==> config.mk <==
export PLATFORM = sky130hd
export DESIGN_NAME = mmct_ctrl
export DESIGN_NICKNAME = d
export VERILOG_FILES = /design/src/mmct_pkg.sv /design/src/mmct_ctrl.sv
export VERILOG_INCLUDE_DIRS = /design/src
export SDC_FILE = /design/constraint.sdc
export NUM_CORES = 1
export LEC_CHECK = 0
export ABC_CLOCK_PERIOD_IN_PS = 2100
export BUFFER_PORTS_ARGS = -buffer_cell sky130_fd_sc_hd__buf_4
export CAP_MARGIN = 20
export CORE_AREA = 4 4 146 148
export DETAILED_ROUTE_END_ITERATION = 8
export DIE_AREA = 0 0 150 152
export PLACE_DENSITY = 0.76
export SETUP_SLACK_MARGIN = 0.15
export SYNTH_ARGS = -nofsm -noshare
export SYNTH_HDL_FRONTEND = slang
export SYNTH_SLANG_ARGS = --single-unit
==> constraint.sdc <==
create_clock -name clk_in -period 2.1 [get_ports clk_in]
set_clock_uncertainty 0.05 [all_clocks]
set_input_delay 0.21 -clock clk_in [delete_from_list [all_inputs] [get_ports clk_in]]
set_output_delay 0.21 -clock clk_in [all_outputs]
set_load 0.005 [all_outputs]
==> src/mmct_regs.svh <==
// Register offsets, field positions, reset values and timing figures of the control block
`ifndef MMCT_REGS_SVH
`define MMCT_REGS_SVH

// ----------------------------------------------------------------
// Register byte offsets
// ----------------------------------------------------------------
`define MMCT_OFF_STATUS 12'h000
`define MMCT_OFF_FLAGS 12'h004
`define MMCT_OFF_MASK 12'h008
`define MMCT_OFF_CONTROL 12'h00C

// ----------------------------------------------------------------
// Field positions
// ----------------------------------------------------------------
`define MMCT_ST_NOT_READY 0
`define MMCT_ST_READY 1
`define MMCT_ST_LOW_POWER 2
`define MMCT_ST_SERIAL_EN 3
`define MMCT_ST_LOS_LIVE 4
`define MMCT_ST_IRQ 5
`define MMCT_FL_INIT_DONE 0
`define MMCT_FL_LOS 1
`define MMCT_FL_FAULT_LSB 2
`define MMCT_CTL_PDOWN 0

// ----------------------------------------------------------------
// Reset values
// ----------------------------------------------------------------
`define MMCT_RST_MASK 32'h0000_0000
`define MMCT_RST_CONTROL 1'b0
`define MMCT_RST_ZERO 32'h0000_0000
// Resting levels of the six single pins in the synchroniser, bit 0 first:
// reset, select, SCL and SDA rest high; low-power request and loss of signal rest low
`define MMCT_SYNC_IDLE 6'h1B

// ----------------------------------------------------------------
// Timing figures, in their printed units
// ----------------------------------------------------------------
`define MMCT_CLK_MHZ 200
`define MMCT_T_INIT_MS 2000
`define MMCT_T_RESET_MIN_US 2

// Cycle counts derived from the figures above
`define MMCT_INIT_MAX_CYC (`MMCT_T_INIT_MS * 1000 * `MMCT_CLK_MHZ)
`define MMCT_RESET_MIN_CYC (`MMCT_T_RESET_MIN_US * `MMCT_CLK_MHZ)

`endif

==> src/mmct_pkg.sv <==
// Types shared by the module management control block
`default_nettype none
package mmct_pkg;

  // ----------------------------------------------------------------
  // Life cycle of the module
  // ----------------------------------------------------------------
  typedef enum logic [1:0] {
    MMCT_HELD = 2'b00,
    MMCT_INIT = 2'b01,
    MMCT_READY = 2'b10
  } mmct_life_e;

  // ----------------------------------------------------------------
  // APB request as seen by the slave
  // ----------------------------------------------------------------
  typedef struct packed {
    logic psel;
    logic penable;
    logic pwrite;
    logic [11:0] paddr;
    logic [31:0] pwdata;
  } mmct_apb_req_s;

  // APB answer driven by the slave
  typedef struct packed {
    logic pready;
    logic pslverr;
    logic [31:0] prdata;
  } mmct_apb_rsp_s;

endpackage
`default_nettype wire

==> src/mmct_ctrl.sv <==
// Module management control: init, reset filter, select, power, flags and interrupt
//
// Local design decisions: the address map and the APB interface to the registers.
`default_nettype none
`include "mmct_regs.svh"

// Notes on behaviour
// RULE1 - Fully functional within 2000 ms after reset
// RULE2 - Reset counts only if low over 2 us
// RULE3 - Serial bus answers within 2000 ms of power
// RULE4 - Clear not-ready bit and assert interrupt
// RULE5 - Functional again within 2000 ms of reset rise
// RULE6 - Low-power input drops power within 100 us
// RULE7 - Interrupt asserted within 200 ms of condition
// RULE8 - Interrupt released within 500 us of clear
// RULE9 - Loss of signal flagged within 100 ms
// RULE10 - Any flag set within 200 ms
// RULE11 - Setting mask inhibits interrupt within 100 ms
// RULE12 - Clearing mask resumes interrupt within 100 ms
// RULE13 - Selected module answers bus within 100 us
// RULE14 - Deselected module stops answering within 100 us
// RULE15 - Power-down bit lowers power within 100 ms
// RULE16 - Clearing power-down restores function within 300 ms
// RULE17 - Fully functional means ready interrupt raised
// RULE18 - Mask and power-down timed from post-stop SCL fall
// RULE19 - Release timed from post-stop SCL fall
// RULE20 - Interrupt low while any unmasked flag set
module mmct_ctrl
  import mmct_pkg::*;
#(
  parameter int unsigned NUM_FAULTS = 2,
  parameter int unsigned INIT_WAIT_CYC = `MMCT_INIT_MAX_CYC
) (
  // Clock and reset
  input wire logic clk_in,
  input wire logic arst_n_in,
  // APB slave
  input wire mmct_apb_req_s apb_req_in,
  output var mmct_apb_rsp_s apb_rsp_out,
  // Control pins from the host
  input wire logic module_reset_n_in,
  input wire logic module_select_n_in,
  input wire logic low_power_request_in,
  // Serial management bus pins, observed only
  input wire logic scl_in,
  input wire logic sda_in,
  // Conditions from the receiver
  input wire logic los_in,
  input wire logic [NUM_FAULTS-1:0] fault_in,
  // Status outputs
  output logic interrupt_out_n_out,
  output logic low_power_out,
  output logic serial_enable_out,
  output logic module_ready_out
);

  // ----------------------------------------------------------------
  // Elaboration checks
  // ----------------------------------------------------------------
  localparam int unsigned NFLAGS = NUM_FAULTS + `MMCT_FL_FAULT_LSB;
  localparam int unsigned NSYNC = NUM_FAULTS + 6;
  // Stages start at each pin's resting level, so reset sets no flag and fakes no edge
  localparam logic [NSYNC-1:0] SYNC_IDLE = {{NUM_FAULTS{1'b0}}, `MMCT_SYNC_IDLE};

  initial begin
    if (NUM_FAULTS < 1 || NFLAGS > 32) begin
      $error("NUM_FAULTS too large for one flag word");
    end
    if (INIT_WAIT_CYC < 1 || INIT_WAIT_CYC > `MMCT_INIT_MAX_CYC) begin
      $error("INIT_WAIT_CYC outside the allowed init time");
    end
  end

  // ----------------------------------------------------------------
  // Input synchronisers
  // ----------------------------------------------------------------
  logic [NSYNC-1:0] raw_in;
  logic [NSYNC-1:0] sync1_ff;
  logic [NSYNC-1:0] sync2_ff;
  logic [NSYNC-1:0] sync3_ff;
  logic [NSYNC-1:0] clean_ff;

  assign raw_in = {fault_in, los_in, sda_in, scl_in, low_power_request_in,
                   module_select_n_in, module_reset_n_in};

  // Three stages; a value counts only once stages two and three agree
  genvar gi;
  generate
    for (gi = 0; gi < NSYNC; gi++) begin : g_sync
      always_ff @(posedge clk_in or negedge arst_n_in) begin
        if (!arst_n_in) begin
          sync1_ff[gi] <= SYNC_IDLE[gi];
          sync2_ff[gi] <= SYNC_IDLE[gi];
          sync3_ff[gi] <= SYNC_IDLE[gi];
          clean_ff[gi] <= SYNC_IDLE[gi];
        end else begin
          sync1_ff[gi] <= raw_in[gi];
          sync2_ff[gi] <= sync1_ff[gi];
          sync3_ff[gi] <= sync2_ff[gi];
          if (sync2_ff[gi] == sync3_ff[gi]) begin
            clean_ff[gi] <= sync3_ff[gi];
          end
        end
      end
    end
  endgenerate

  logic rst_pin_n;
  logic sel_pin_n;
  logic lp_pin;
  logic scl_s;
  logic sda_s;
  logic los_s;
  logic [NUM_FAULTS-1:0] fault_s;

  assign rst_pin_n = clean_ff[0];
  assign sel_pin_n = clean_ff[1];
  assign lp_pin = clean_ff[2];
  assign scl_s = clean_ff[3];
  assign sda_s = clean_ff[4];
  assign los_s = clean_ff[5];
  assign fault_s = clean_ff[NSYNC-1:6];

  // ----------------------------------------------------------------
  // Serial bus stop detection and commit point
  // ----------------------------------------------------------------
  logic scl_d_ff;
  logic sda_d_ff;
  logic stop_seen_ff;
  logic commit_ff;
  logic scl_fall;
  logic stop_cond;

  assign scl_fall = scl_d_ff & ~scl_s;
  assign stop_cond = scl_s & scl_d_ff & sda_s & ~sda_d_ff;

  // Commit fires on the first SCL fall after a stop condition
  always_ff @(posedge clk_in or negedge arst_n_in) begin
    if (!arst_n_in) begin
      scl_d_ff <= 1'b1;
      sda_d_ff <= 1'b1;
      stop_seen_ff <= 1'b0;
      commit_ff <= 1'b0;
    end else begin
      scl_d_ff <= scl_s;
      sda_d_ff <= sda_s;
      commit_ff <= stop_seen_ff & scl_fall; // RULE18 RULE19
      if (stop_cond) begin
        stop_seen_ff <= 1'b1;
      end else if (scl_fall) begin
        stop_seen_ff <= 1'b0;
      end
    end
  end

  // ----------------------------------------------------------------
  // Reset pin filter
  // ----------------------------------------------------------------
  logic [15:0] rst_cnt_ff;
  logic rst_valid_ff;

  // Glitches shorter than the minimum pulse are ignored on purpose
  always_ff @(posedge clk_in or negedge arst_n_in) begin
    if (!arst_n_in) begin
      rst_cnt_ff <= '0;
      rst_valid_ff <= 1'b0;
    end else if (rst_pin_n) begin
      rst_cnt_ff <= '0;
      rst_valid_ff <= 1'b0;
    end else if (rst_cnt_ff > 16'(`MMCT_RESET_MIN_CYC)) begin
      rst_valid_ff <= 1'b1; // RULE2
    end else begin
      rst_cnt_ff <= rst_cnt_ff + 16'd1;
    end
  end

  // ----------------------------------------------------------------
  // Life cycle: held, initialising, ready
  // ----------------------------------------------------------------
  mmct_life_e life_ff;
  logic [31:0] init_cnt_ff;
  logic ready_event;

  assign ready_event = (life_ff == MMCT_INIT) && (init_cnt_ff == INIT_WAIT_CYC - 1);

  // Async reset stands for power on; a filtered pin reset reruns init
  always_ff @(posedge clk_in or negedge arst_n_in) begin
    if (!arst_n_in) begin
      life_ff <= MMCT_INIT;
      init_cnt_ff <= '0;
    end else if (rst_valid_ff) begin
      life_ff <= MMCT_HELD;
      init_cnt_ff <= '0;
    end else begin
      unique case (life_ff)
        MMCT_HELD: begin
          life_ff <= MMCT_INIT; // RULE5
        end
        MMCT_INIT: begin
          init_cnt_ff <= init_cnt_ff + 32'd1;
          if (ready_event) begin
            life_ff <= MMCT_READY; // RULE1 RULE3
          end
        end
        MMCT_READY: begin
          init_cnt_ff <= '0;
        end
        default: begin
          life_ff <= MMCT_HELD;
        end
      endcase
    end
  end

  // ----------------------------------------------------------------
  // APB slave
  // ----------------------------------------------------------------
  logic setup;
  logic access;
  logic wr_mask;
  logic wr_ctl;
  logic rd_flags;
  logic [31:0] mask_ff;
  logic pdown_ff;
  logic [31:0] flags_ff;
  logic [31:0] status;
  logic [31:0] rdata;
  logic known;

  assign setup = apb_req_in.psel & ~apb_req_in.penable;
  assign access = apb_req_in.psel & apb_req_in.penable & apb_rsp_out.pready;
  assign wr_mask = access & apb_req_in.pwrite & (apb_req_in.paddr == `MMCT_OFF_MASK);
  assign wr_ctl = access & apb_req_in.pwrite & (apb_req_in.paddr == `MMCT_OFF_CONTROL);
  assign rd_flags = access & ~apb_req_in.pwrite & (apb_req_in.paddr == `MMCT_OFF_FLAGS);

  // Live status word
  always_comb begin
    status = `MMCT_RST_ZERO;
    status[`MMCT_ST_NOT_READY] = (life_ff != MMCT_READY); // RULE4
    status[`MMCT_ST_READY] = (life_ff == MMCT_READY);
    status[`MMCT_ST_LOW_POWER] = low_power_out;
    status[`MMCT_ST_SERIAL_EN] = serial_enable_out;
    status[`MMCT_ST_LOS_LIVE] = los_s;
    status[`MMCT_ST_IRQ] = ~interrupt_out_n_out;
  end

  // Read mux, unmapped addresses answer an error
  always_comb begin
    rdata = `MMCT_RST_ZERO;
    known = 1'b1;
    unique case (apb_req_in.paddr)
      `MMCT_OFF_STATUS: rdata = status;
      `MMCT_OFF_FLAGS: rdata = flags_ff;
      `MMCT_OFF_MASK: rdata = mask_ff;
      `MMCT_OFF_CONTROL: rdata[`MMCT_CTL_PDOWN] = pdown_ff;
      default: known = 1'b0;
    endcase
  end

  // Answer prepared in setup, so the access phase has no wait state
  always_ff @(posedge clk_in or negedge arst_n_in) begin
    if (!arst_n_in) begin
      apb_rsp_out <= '0;
    end else if (setup) begin
      apb_rsp_out.pready <= 1'b1;
      apb_rsp_out.pslverr <= ~known;
      apb_rsp_out.prdata <= apb_req_in.pwrite ? `MMCT_RST_ZERO : rdata;
    end else begin
      apb_rsp_out <= '0;
    end
  end

  // ----------------------------------------------------------------
  // Staged writes and clears, applied at the serial commit point
  // ----------------------------------------------------------------
  logic [31:0] mask_pend_ff;
  logic mask_pend_v_ff;
  logic pdown_pend_ff;
  logic pdown_pend_v_ff;
  logic [31:0] clr_pend_ff;

  // A second write before the commit replaces the first
  always_ff @(posedge clk_in or negedge arst_n_in) begin
    if (!arst_n_in) begin
      mask_pend_ff <= `MMCT_RST_MASK;
      mask_pend_v_ff <= 1'b0;
      mask_ff <= `MMCT_RST_MASK;
    end else begin
      if (wr_mask) begin
        mask_pend_ff <= apb_req_in.pwdata;
        mask_pend_v_ff <= 1'b1;
      end else if (commit_ff) begin
        mask_pend_v_ff <= 1'b0;
      end
      if (commit_ff && mask_pend_v_ff) begin
        mask_ff <= mask_pend_ff; // RULE11 RULE12 RULE18
      end
    end
  end

  // Power-down bit, staged the same way
  always_ff @(posedge clk_in or negedge arst_n_in) begin
    if (!arst_n_in) begin
      pdown_pend_ff <= `MMCT_RST_CONTROL;
      pdown_pend_v_ff <= 1'b0;
      pdown_ff <= `MMCT_RST_CONTROL;
    end else begin
      if (wr_ctl) begin
        pdown_pend_ff <= apb_req_in.pwdata[`MMCT_CTL_PDOWN];
        pdown_pend_v_ff <= 1'b1;
      end else if (commit_ff) begin
        pdown_pend_v_ff <= 1'b0;
      end
      if (commit_ff && pdown_pend_v_ff) begin
        pdown_ff <= pdown_pend_ff; // RULE15 RULE16 RULE18
      end
    end
  end

  // Only bits actually returned by a read are queued for clearing
  always_ff @(posedge clk_in or negedge arst_n_in) begin
    if (!arst_n_in) begin
      clr_pend_ff <= `MMCT_RST_ZERO;
    end else if (rd_flags) begin
      // Bits applied by a commit in this cycle are dropped, never cleared twice
      clr_pend_ff <= (commit_ff ? `MMCT_RST_ZERO : clr_pend_ff) | apb_rsp_out.prdata;
    end else if (commit_ff) begin
      clr_pend_ff <= `MMCT_RST_ZERO; // RULE19
    end
  end

  // ----------------------------------------------------------------
  // Latched flags
  // ----------------------------------------------------------------
  logic [31:0] flag_set;

  always_comb begin
    flag_set = `MMCT_RST_ZERO;
    flag_set[`MMCT_FL_INIT_DONE] = ready_event; // RULE4 RULE17
    flag_set[`MMCT_FL_LOS] = los_s; // RULE9
    flag_set[NFLAGS-1:`MMCT_FL_FAULT_LSB] = fault_s; // RULE10
  end

  // Set wins over a clear in the same cycle
  always_ff @(posedge clk_in or negedge arst_n_in) begin
    if (!arst_n_in) begin
      flags_ff <= `MMCT_RST_ZERO;
    end else begin
      flags_ff <= (flags_ff & ~(commit_ff ? clr_pend_ff : `MMCT_RST_ZERO)) | flag_set; // RULE8
    end
  end

  // ----------------------------------------------------------------
  // Pin outputs
  // ----------------------------------------------------------------
  // Interrupt follows the unmasked flags one cycle later
  always_ff @(posedge clk_in or negedge arst_n_in) begin
    if (!arst_n_in) begin
      interrupt_out_n_out <= 1'b1;
    end else begin
      interrupt_out_n_out <= ~|(flags_ff & ~mask_ff); // RULE7 RULE20
    end
  end

  // Either the pin or the register forces low power
  always_ff @(posedge clk_in or negedge arst_n_in) begin
    if (!arst_n_in) begin
      low_power_out <= 1'b0;
    end else begin
      low_power_out <= lp_pin | pdown_ff; // RULE6 RULE15 RULE16
    end
  end

  // Serial bus answers only when ready and selected
  always_ff @(posedge clk_in or negedge arst_n_in) begin
    if (!arst_n_in) begin
      serial_enable_out <= 1'b0;
      module_ready_out <= 1'b0;
    end else begin
      serial_enable_out <= (life_ff == MMCT_READY) & ~sel_pin_n; // RULE3 RULE13 RULE14
      module_ready_out <= (life_ff == MMCT_READY);
    end
  end

endmodule
`default_nettype wire

==> impl_results.md, run 1 <==
* Util after Layout at 0.684
* # port buffers at 94
* Failing checks: negative setup slack
* Crit-path cells: inv_2 > ha_1 > or3b_1 > a211o_4 > a211oi_2 > mux2_4
* Cts bufs inserted at 27
* CP arrival at 2.46 ns
* Std cell rows at 52
* Seq/Total Area, Yosys at 0.602
* Placed Area at 11,900 µm²
* Syn Nets at 947
* WHS at 0.0377 ns
* # DRC at 0
* Die height at 152 µm
* EDFF count, synth at 0
* F_max at 476 MHz
* Req. time, crit path at 2.46 ns
* Depth of the CTS H-tree at 1
* #FFs+latches synth at 257
* Final min period at 2.10 ns
* DR vias at 7,993
* Met1 Use GR at 0.321
* Final setup margin at -0.000604 ns
* M3 GR Usage at 0.0375
* Clk root buf: clkbuf_16
* Die area at 22,800 µm²
* Avg Cell Area, Syn at 12.1 µm²
* Nets at 1,113
* Storage cell area at 6460 µm²
* Synth-to-layout area growth at 27.9%
* Fill cells at 1,436
* First-pass detailed-route iteration total at 5
* Total track usage at 0.228
* Pre-CTS setup slack at 0.0458 ns
* Period utilisation layout at 1.00
* Distinct cell type count of the synthesized netlist at 78
* VDD IR max at 0.643 mV
* Critical Path Fanout Max at 8
* Final Non-Filler Cells at 1,348
* DR iter-0 viols at 645
* Met2 Use GR at 0.375
* CP Capture Type: register
* Bufs on Longest Clock Path at 3
* Commonest cells after routing, fill and taps aside: dfrtp_1 (233), buf_4 (121), nor2_1 (64)
* Area of the multi-input gates at 3990 µm²
* First-pass GRT wire length at 42,500 µm
* WL final at 26,900 µm
* Initial Util at 0.535
* Antenna violations before repair at 4
* Post-DP HPWL at 16,600 µm
* HP Class: in2reg
* YS warnings at 0
* Worst path max stage delay at 0.40 ns
* Antenna Nets Post-Route at 0
* Design Area, Final at 13,700 µm²
* Async set-or-reset flop fraction in the synthesized netlist at 1.00
* Commonest non-fill, non-tap cell in the layout: dfrtp_1
* Slew margin rel. at 0.668
* Top Ports at 95
* Pwr Density at 800 nW/µm²
* Largest net degree at the start of global routing at 59
* Ys flop type: dfrtp_1
* Die W at 150 µm
* Gr ovfl total at 0
* Placeable Area at 20,000 µm²
* Vias per std cell at 5.93
* Layout cells sized above 1 at 0.297
* Hold Fails Final Rpt at 0
* Routed len/inst at 20.0 µm
* Vias in the first global route at 8,134
* Worst setup SP type: register
* Max Cap Violations at 0
* Slew Limit Fails at 0
* Worst-skew pair later-pin latency at 0.53 ns
* Clock Sinks at 257
* Placed cell count at 1,236
* Setup repair after global routing missed its margin: yes
* Synthesized area at 10,700 µm²
* CTS tree: done
* Slew @ Worst Pin at 0.494 ns
* Status: finished with violations
* Worst-path clk slew at 0.07 ns
* Final setup vio count at 1
* Post-Synthesis Cells at 887
* Slowest-stage cell, CP: a211o_4
* WS Path Type: reg2reg
* Placer Congestion at 0.923
* Lkg Pwr at 6.28 nW
* GRT busiest layer: met2
critical path, delay by kind of cell (launching register included):
family                   cells  cell delay, ns
AO/OA/AOI/OAI                2            0.67
AND/OR/NAND/NOR              1            0.36
multiplexers                 1            0.32
flip-flops                   1            0.39
buffers and inverters        1            0.07
adder cells (fa/ha/maj)      1            0.13
final timing paths:
path	from	to	slack [ns]	cells after the start
min in group asynchronous	arst_n_in	flags_ff[2]	0.15	2
setup / recovery	rst_cnt_ff[0]	rst_cnt_ff[2]	-0.0006	6
max in group asynchronous	arst_n_in	sync1_ff[1]	1.09	3
setup reg to reg	rst_cnt_ff[0]	rst_cnt_ff[2]	-0.0006	6
hold / removal	apb_req_in[34]	apb_rsp_out[5]	0.04	4
hold reg to reg	sync1_ff[2]	sync2_ff[2]	0.30	0
synth_stat cells, drive strengths merged (3+ instances only):
library cell / count / area share
dfrtp: 237 / 0.55
mux2: 72 / 0.076
nor2: 65 / 0.023
a21oi: 51 / 0.025
inv: 48 / 0.017
a22o: 36 / 0.029
nand2: 33 / 0.012
a22oi: 28 / 0.020
clkbuf: 25 / 0.0097
buf: 22 / 0.013
nand4: 21 / 0.014
dfstp: 20 / 0.049
o22ai: 20 / 0.012
nand3: 19 / 0.0093
nor4: 17 / 0.016
o21ai: 17 / 0.0079
nor2b: 16 / 0.0093
nor3: 14 / 0.0065
and3: 10 / 0.0062
and4: 10 / 0.0084
maj3: 8 / 0.0075
and2: 7 / 0.0042
a21o: 6 / 0.0042
a31oi: 6 / 0.0035
o311ai: 6 / 0.0049
or4: 6 / 0.0046
a211oi: 5 / 0.0035
a41oi: 5 / 0.0041
mux2i: 5 / 0.0047
nand2b: 5 / 0.0029
nor4b: 4 / 0.0039
o211ai: 4 / 0.0028
a32oi: 3 / 0.0025
ha: 3 / 0.0035
per-stage QoR:
step	setup TNS, ns	total power, mW
final	-0.000604	11.0
after global routing	-0.233	11.3
after CTS	0	11.0
after detailed placement	0	5.55
after global placement	0	5.55
after floorplan	0	5.29
where the power goes:
group | internal [mW] | total [mW] | switching [mW]
sequential | 5.04 | 5.08 | 0.0491
clock | 3.36 | 5.42 | 2.07
combinational | 0.220 | 0.457 | 0.237
area by class of cell:
type / instances / share of cell area
multi-input combinational: 534 / 0.291
clock inverter: 20 / 0.0231
timing repair buffer: 184 / 0.123
tap: 270 / 0.0246
sequential: 257 / 0.471
inverter: 49 / 0.0134
antenna: 4 / 0.000730
clock buffer: 30 / 0.0523
repair_timing:
item	CTS	global route
pin swaps	1	11
hold endpoints to repair	234	0
gates resized for setup	3	33
hold buffers	48	0
cloned	0	4
setup endpoints to repair	7	55
setup buffers	3	3
registers in the layout, summed over array words and instances (netlist names), 2 cells and up:
name and flops:
apb_rsp_out 34, rst_cnt_ff 16, mask_ff 32, clr_pend_ff 32
sync2_ff 8, life_ff 2, init_cnt_ff 32, mask_pend_ff 32
sync3_ff 8, flags_ff 32, clean_ff 2, sync1_ff 8
metal layers:
metal / share of wire / wire, µm
met5: 0 / 0
met3: 0.073 / 1960
met1: 0.41 / 10900
met2: 0.50 / 13400
met4: 0.026 / 691
kinds of logic after synthesis:
family,count (synthesis),share of synthesized area
multiplexers,77,0.0803
XOR/XNOR,3,0.00245
AND/OR/NAND/NOR,240,0.131
buffers and inverters,96,0.0397
flip-flops,257,0.602
adder cells (fa/ha/maj),11,0.0110
AO/OA/AOI/OAI,203,0.133
Power figures use the tool's default switching activity.
==> run 2, diff against run 1 <==
--- a/config.mk
+++ b/config.mk
@@ -9,11 +9,11 @@
 export ABC_CLOCK_PERIOD_IN_PS = 2100
 export BUFFER_PORTS_ARGS = -buffer_cell sky130_fd_sc_hd__buf_4
 export CAP_MARGIN = 20
-export CORE_AREA = 4 4 146 148
+export CORE_AREA = 2 2 151 153
 export DETAILED_ROUTE_END_ITERATION = 8
-export DIE_AREA = 0 0 150 152
-export PLACE_DENSITY = 0.76
-export SETUP_SLACK_MARGIN = 0.15
+export DIE_AREA = 0 0 153 155
+export PLACE_DENSITY = 0.7
+export SETUP_SLACK_MARGIN = 0.1
 export SYNTH_ARGS = -nofsm -noshare
 export SYNTH_HDL_FRONTEND = slang
 export SYNTH_SLANG_ARGS = --single-unit
==> impl_results.md, run 2 (same netlist as run 1, synthesis figures left out) <==
* Nets at 1,111 (-0.18%)
* Util after Layout at 0.605 (-0.0788)
* Final setup TNS at 0 ns (+0.000604 ns)
* # port buffers at 94 (unchanged)
* First-pass detailed-route iteration total at 5 (unchanged)
* HP Class: in2reg
* Worst setup SP type: register
* Largest net degree at the start of global routing at 56 (-5.1%)
* Post-DP HPWL at 16,700 µm (+0.67%)
* Pre-CTS setup slack at 0.0419 ns (-0.00394 ns)
* WS Path Type: reg2reg
* Vias per std cell at 5.80 (-2.1%)
* Commonest cells after routing, fill and taps aside: dfrtp_1 (234), buf_4 (126), mux2_2 (67)
* CP arrival at 2.44 ns (-0.02 ns)
* Worst-skew pair later-pin latency at 0.53 ns (about the same)
* Slew margin rel. at 0.660 (-0.00789)
* Cell-internal power at 8.30 mW (-3.6%)
* Max reg flops at 34 (unchanged)
* Depth of the CTS H-tree at 1 (unchanged)
* Clk network pwr share at 0.473 (-0.022)
* Placeable Area at 22,200 µm² (+11%)
* Final Non-Filler Cells at 1,360 (+0.89%)
* Antenna Nets Post-Route at 0 (unchanged)
* Synth-to-layout area growth at 25.5%
* Design Area, Final at 13,500 µm² (-1.9%)
* Status: completed
* Clk root buf: clkbuf_16
* Vias in the first global route at 7,852 (-3.5%)
* Cts bufs inserted at 27 (unchanged)
* WHS at 0.0341 ns (-0.00367 ns)
* GRT busiest layer: met2
* Hold Fails Final Rpt at 0 (unchanged)
* Critical Path Fanout Max at 7 (-1)
* Routed len/inst at 19.1 µm (-4.2%)
* Switch Pwr at 2.23 mW (-5.1%)
* Pwr Density at 783 nW/µm² (-2.1%)
* Slew Limit Fails at 0 (unchanged)
* DR vias at 7,893 (-1.3%)
* Antenna violations before repair at 3 (-1)
* Total track usage at 0.218 (-0.0103)
* Total power at 10.5 mW (-3.9%)
* VDD IR max at 0.403 mV (-37%)
* Met2 Use GR at 0.363 (-0.0117)
* Worst-path clk slew at 0.06 ns (about the same)
* Met1 Use GR at 0.302 (-0.0191)
* DR iter-0 viols at 527 (-18%)
* M3 GR Usage at 0.0365 (-0.00104)
* Die height at 155 µm (+2.0%)
* Initial Util at 0.482 (-0.0527)
* Layout cells sized above 1 at 0.291 (-0.00598)
* Max Cap Violations at 0 (unchanged)
* Fill cells at 1,765 (+23%)
* Final setup margin at 0.0234 ns (+0.0240 ns)
* Top Ports at 95 (unchanged)
* Setup repair after global routing missed its margin: yes
* Final min period at 2.08 ns (-0.0240 ns)
* CTS tree: done
* # DRC at 0 (unchanged)
* Final setup vio count at 0 (-1)
* Die W at 153 µm (+2.0%)
* Commonest non-fill, non-tap cell in the layout: dfrtp_1
* Gr ovfl total at 0 (unchanged)
* Combinational share of power at 0.044 (+0.002)
* CP Capture Type: register
* Clock Sinks at 257 (unchanged)
* Placer Congestion at 0.896 (-2.9%)
* Std cell rows at 55 (+5.8%)
* Req. time, crit path at 2.46 ns (about the same)
* Placed Area at 12,000 µm² (+0.43%)
* F_max at 482 MHz (+1.2%)
* Period utilisation layout at 0.989 (-0.0114)
* Sw Ratio at 0.212 (-0.00263)
* Die area at 23,700 µm² (+4.0%)
* Top reg by flops: apb_rsp_out
* Lkg Pwr at 6.20 nW (-1.3%)
* Sequential share of power at 0.483 (+0.019)
* Placed cell count at 1,257 (+1.7%)
* WL final at 26,000 µm (-3.3%)
* Slew @ Worst Pin at 0.506 ns (+0.0117 ns)
* First-pass GRT wire length at 42,300 µm (-0.32%)
* Bufs on Longest Clock Path at 3 (unchanged)
## run 2: power by group through the flow
stage | Clock [mW] | Combinational [mW] | Sequential, mW
after floorplan | 0 | 0.126 | 5.16
after global placement | 0 | 0.384 | 5.17
after detailed placement | 0 | 0.389 | 5.18
after CTS | 5.08 | 0.458 | 5.09
after global routing | 5.30 | 0.519 | 5.09
final | 4.98 | 0.465 | 5.09
## run 2: final timing paths
| kind | startpoint | to | slack (ns) | cells after the start |
|---|---|---|---|---|
| setup reg to reg | rst_cnt_ff[0] | rst_cnt_ff[2] | 0.02 | 6 |
| min in group asynchronous | arst_n_in | sync2_ff[6] | 0.14 | 2 |
| hold / removal | apb_req_in[43] | apb_rsp_out[32] | 0.03 | 4 |
| setup / recovery | rst_cnt_ff[0] | rst_cnt_ff[2] | 0.02 | 6 |
| hold reg to reg | sync1_ff[7] | sync2_ff[7] | 0.30 | 0 |
| max in group asynchronous | arst_n_in | sync3_ff[3] | 1.17 | 3 |
## run 2: what timing repair did
action	4_1_cts	5_1_grt
setup endpoints to repair	6	18
buffers inserted	0	3
hold endpoints to repair	282	0
pin swaps	0	9
cloned	0	1
gates resized for setup	0	20
hold buffers	46	0
## run 2: cell type report
cell class	instances	area, µm²	share of cell area
diodes	3	7.51	0.000558
well taps	285	357	0.0265
inverters	49	184	0.0137
repair buffers	182	1580	0.117
multi-input cells	534	3930	0.292
flip-flops and latches	257	6460	0.480
clock buffers	39	771	0.0573
clock inverters	11	164	0.0122
## run 2: routing by layer
layer | routed length (µm) | up-vias
met5 | 0 | -
met4 | 513 | 0
met3 | 1450 | 47
met2 | 12700 | 241
met1 | 11400 | 4021
li1 | - | 3584
## run 2: critical path: stages (launching register included)
cell      delay [ns]
dfrtp_1         0.39
inv_2           0.08
ha_4            0.11
or3b_1          0.35
a211o_4         0.40
a211oi_2        0.26
mux2_4          0.32
==> run 3, diff against run 2 <==
--- a/config.mk
+++ b/config.mk
@@ -9,10 +9,10 @@
 export ABC_CLOCK_PERIOD_IN_PS = 2100
 export BUFFER_PORTS_ARGS = -buffer_cell sky130_fd_sc_hd__buf_4
 export CAP_MARGIN = 20
-export CORE_AREA = 2 2 151 153
+export CORE_AREA = 2 2 144 146
 export DETAILED_ROUTE_END_ITERATION = 8
-export DIE_AREA = 0 0 153 155
-export PLACE_DENSITY = 0.7
+export DIE_AREA = 0 0 146 148
+export PLACE_DENSITY = 0.76
 export SETUP_SLACK_MARGIN = 0.1
 export SYNTH_ARGS = -nofsm -noshare
 export SYNTH_HDL_FRONTEND = slang
==> impl_results.md, run 3 (same netlist as run 1, synthesis figures left out) <==
* Status: finished with violations
* Failing checks: negative setup slack
* CP arrival at 2.47 ns (+0.03 ns)
* Placed Area at 11,900 µm² (-0.26%)
* Placeable Area at 20,000 µm² (-9.8%)
* Antenna violations before repair at 3 (unchanged)
* Worst r2r dst: rst_cnt_ff[4]
* Top Ports at 95 (unchanged)
* Clk root buf: clkbuf_16
* Hold Crit Depth at 4 (unchanged)
* Top reg by flops: apb_rsp_out
* Slew @ Worst Pin at 0.558 ns (+0.0516 ns)
* Worst-path clk slew at 0.06 ns (about the same)
* CTS tree: done
* DR iter-0 viols at 473 (-10%)
* Period utilisation layout at 1.00 (+0.0139)
* Commonest non-fill, non-tap cell in the layout: dfrtp_1
* Bufs on Longest Clock Path at 3 (unchanged)
* Placer Congestion at 0.901 (+0.51%)
* Slew margin rel. at 0.625 (-0.0353)
* Die W at 146 µm (-4.6%)
* Max Cap Violations at 0 (unchanged)
* Req. time, crit path at 2.46 ns (about the same)
* F_max at 475 MHz (-1.4%)
* Cts bufs inserted at 26 (-3.7%)
* Final Non-Filler Cells at 1,346 (-1.0%)
* Gr ovfl total at 0 (unchanged)
* Commonest cells after routing, fill and taps aside: dfrtp_1 (235), buf_4 (130), mux2_2 (67)
* Hold Startpoint: apb_req_in[34]
* Std cell rows at 52 (-5.5%)
* Design Area, Final at 13,400 µm² (-0.21%)
* Final setup margin at -0.00578 ns (-0.0292 ns)
* Post-DP HPWL at 16,700 µm (-0.19%)
* Lkg Pwr at 6.18 nW (-0.27%)
* Final setup vio count at 1 (+1)
* R2R depth at 6 (unchanged)
* Die height at 148 µm (-4.5%)
* Hold Fails Final Rpt at 0 (unchanged)
* WL final at 26,100 µm (+0.17%)
* First-pass detailed-route iteration total at 5 (unchanged)
* Depth of the CTS H-tree at 1 (unchanged)
* First-pass GRT wire length at 42,600 µm (+0.64%)
* Layout cells sized above 1 at 0.286 (-0.00493)
* CP Capture Type: register
* Clock Sinks at 257 (unchanged)
* Placed cell count at 1,242 (-1.2%)
* Reg-to-reg slack, setup at -0.006 ns (-0.03 ns)
* # port buffers at 94 (unchanged)
* Largest net degree at the start of global routing at 68 (+21%)
* Total track usage at 0.244 (+0.0264)
* VDD IR max at 0.657 mV (+63%)
* Initial Util at 0.535 (+0.0527)
* # DRC at 0 (unchanged)
* Slew Limit Fails at 0 (unchanged)
* Worst-skew pair later-pin latency at 0.53 ns (about the same)
* Synth-to-layout area growth at 25.2%
* Final min period at 2.11 ns (+0.0292 ns)
* WS Path Type: reg2reg
* HP Class: in2reg
* Max reg flops at 34 (unchanged)
* Critical Path Fanout Max at 8 (+1)
* DR vias at 7,899 (+0.076%)
* Worst setup SP type: register
* Die area at 21,600 µm² (-8.9%)
* Startpoint of the worst register-to-register path: rst_cnt_ff[0]
* End point of the worst hold path: apb_rsp_out[4]
* Vias per std cell at 5.87 (+1.1%)
* Nets at 1,113 (+0.18%)
* Setup repair after global routing missed its margin: yes
* Pwr Density at 775 nW/µm² (-1.0%)
* Antenna Nets Post-Route at 0 (unchanged)
* Vias in the first global route at 8,003 (+1.9%)
* Routed len/inst at 19.4 µm (+1.2%)
run 3: how the worst max path moves through the flow:
stage                   start              end  slack, ns  cells after the start
2_1_floorplan   rst_cnt_ff[0]    rst_cnt_ff[2]       0.07                      6
3_3_place_gp    rst_cnt_ff[0]    rst_cnt_ff[4]       0.08                      6
3_5_place_dp   init_cnt_ff[0]  init_cnt_ff[30]     -0.004                      5
4_1_cts         rst_cnt_ff[0]    rst_cnt_ff[3]       0.05                      6
5_1_grt         rst_cnt_ff[0]    rst_cnt_ff[3]      -0.07                      6
6_report        rst_cnt_ff[0]    rst_cnt_ff[4]     -0.006                      6
run 3: final cells by class:
type                       count  area [µm²]
fill                        1479        6620
sequential                   257        6460
multi-input combinational    534        3930
timing repair buffer         185        1590
clock buffer                  36         738
tap                          270         338
inverter                      49         184
clock inverter                12         175
antenna                        3        7.51
run 3: per-layer routing:
layer | routed length [µm] | vias up | global-route usage
met5 | 0 | - | 0
met2 | 13100 | 252 | 0.418
met1 | 10900 | 4015 | 0.326
met3 | 1500 | 47 | 0.0401
met4 | 551 | 0 | 0.0684
li1 | - | 3585 | -
run 3: repair_timing:
action,CTS,global route
pin swaps,0,7
gates resized for setup,3,10
hold buffers,48,0
endpoints found under the setup margin,7,11
buffers inserted,1,4
endpoints found under the hold margin,113,0
run 3: per-stage QoR:
step / utilization / TNS (ns) / setup WS, ns / hold slack, ns / total power [mW]
2_1_floorplan: - / 0 / 0.0681 / -0.136 / 5.29
3_3_place_gp: 0.595 / 0 / 0.0818 / 0.160 / 5.55
3_5_place_dp: 0.595 / -0.00376 / -0.00376 / 0.164 / 5.56
4_1_cts: 0.665 / 0 / 0.0505 / 0.0246 / 10.5
5_1_grt: 0.670 / -0.278 / -0.0704 / 0.0423 / 10.8
6_report: 0.670 / -0.00578 / -0.00578 / 0.0348 / 10.4
run 3: critical path: stages, from the launching register on:
cell      delay [ns]
dfrtp_1         0.40
inv_2           0.06
ha_1            0.12
or3b_1          0.36
a211o_4         0.41
a211oi_2        0.27
mux2_4          0.32
run 3: report_power, final:
part	switching, mW	internal, mW	total [mW]
Sequential	0.0558	5.04	5.09
Clock	1.90	2.95	4.85
Combinational	0.237	0.224	0.461
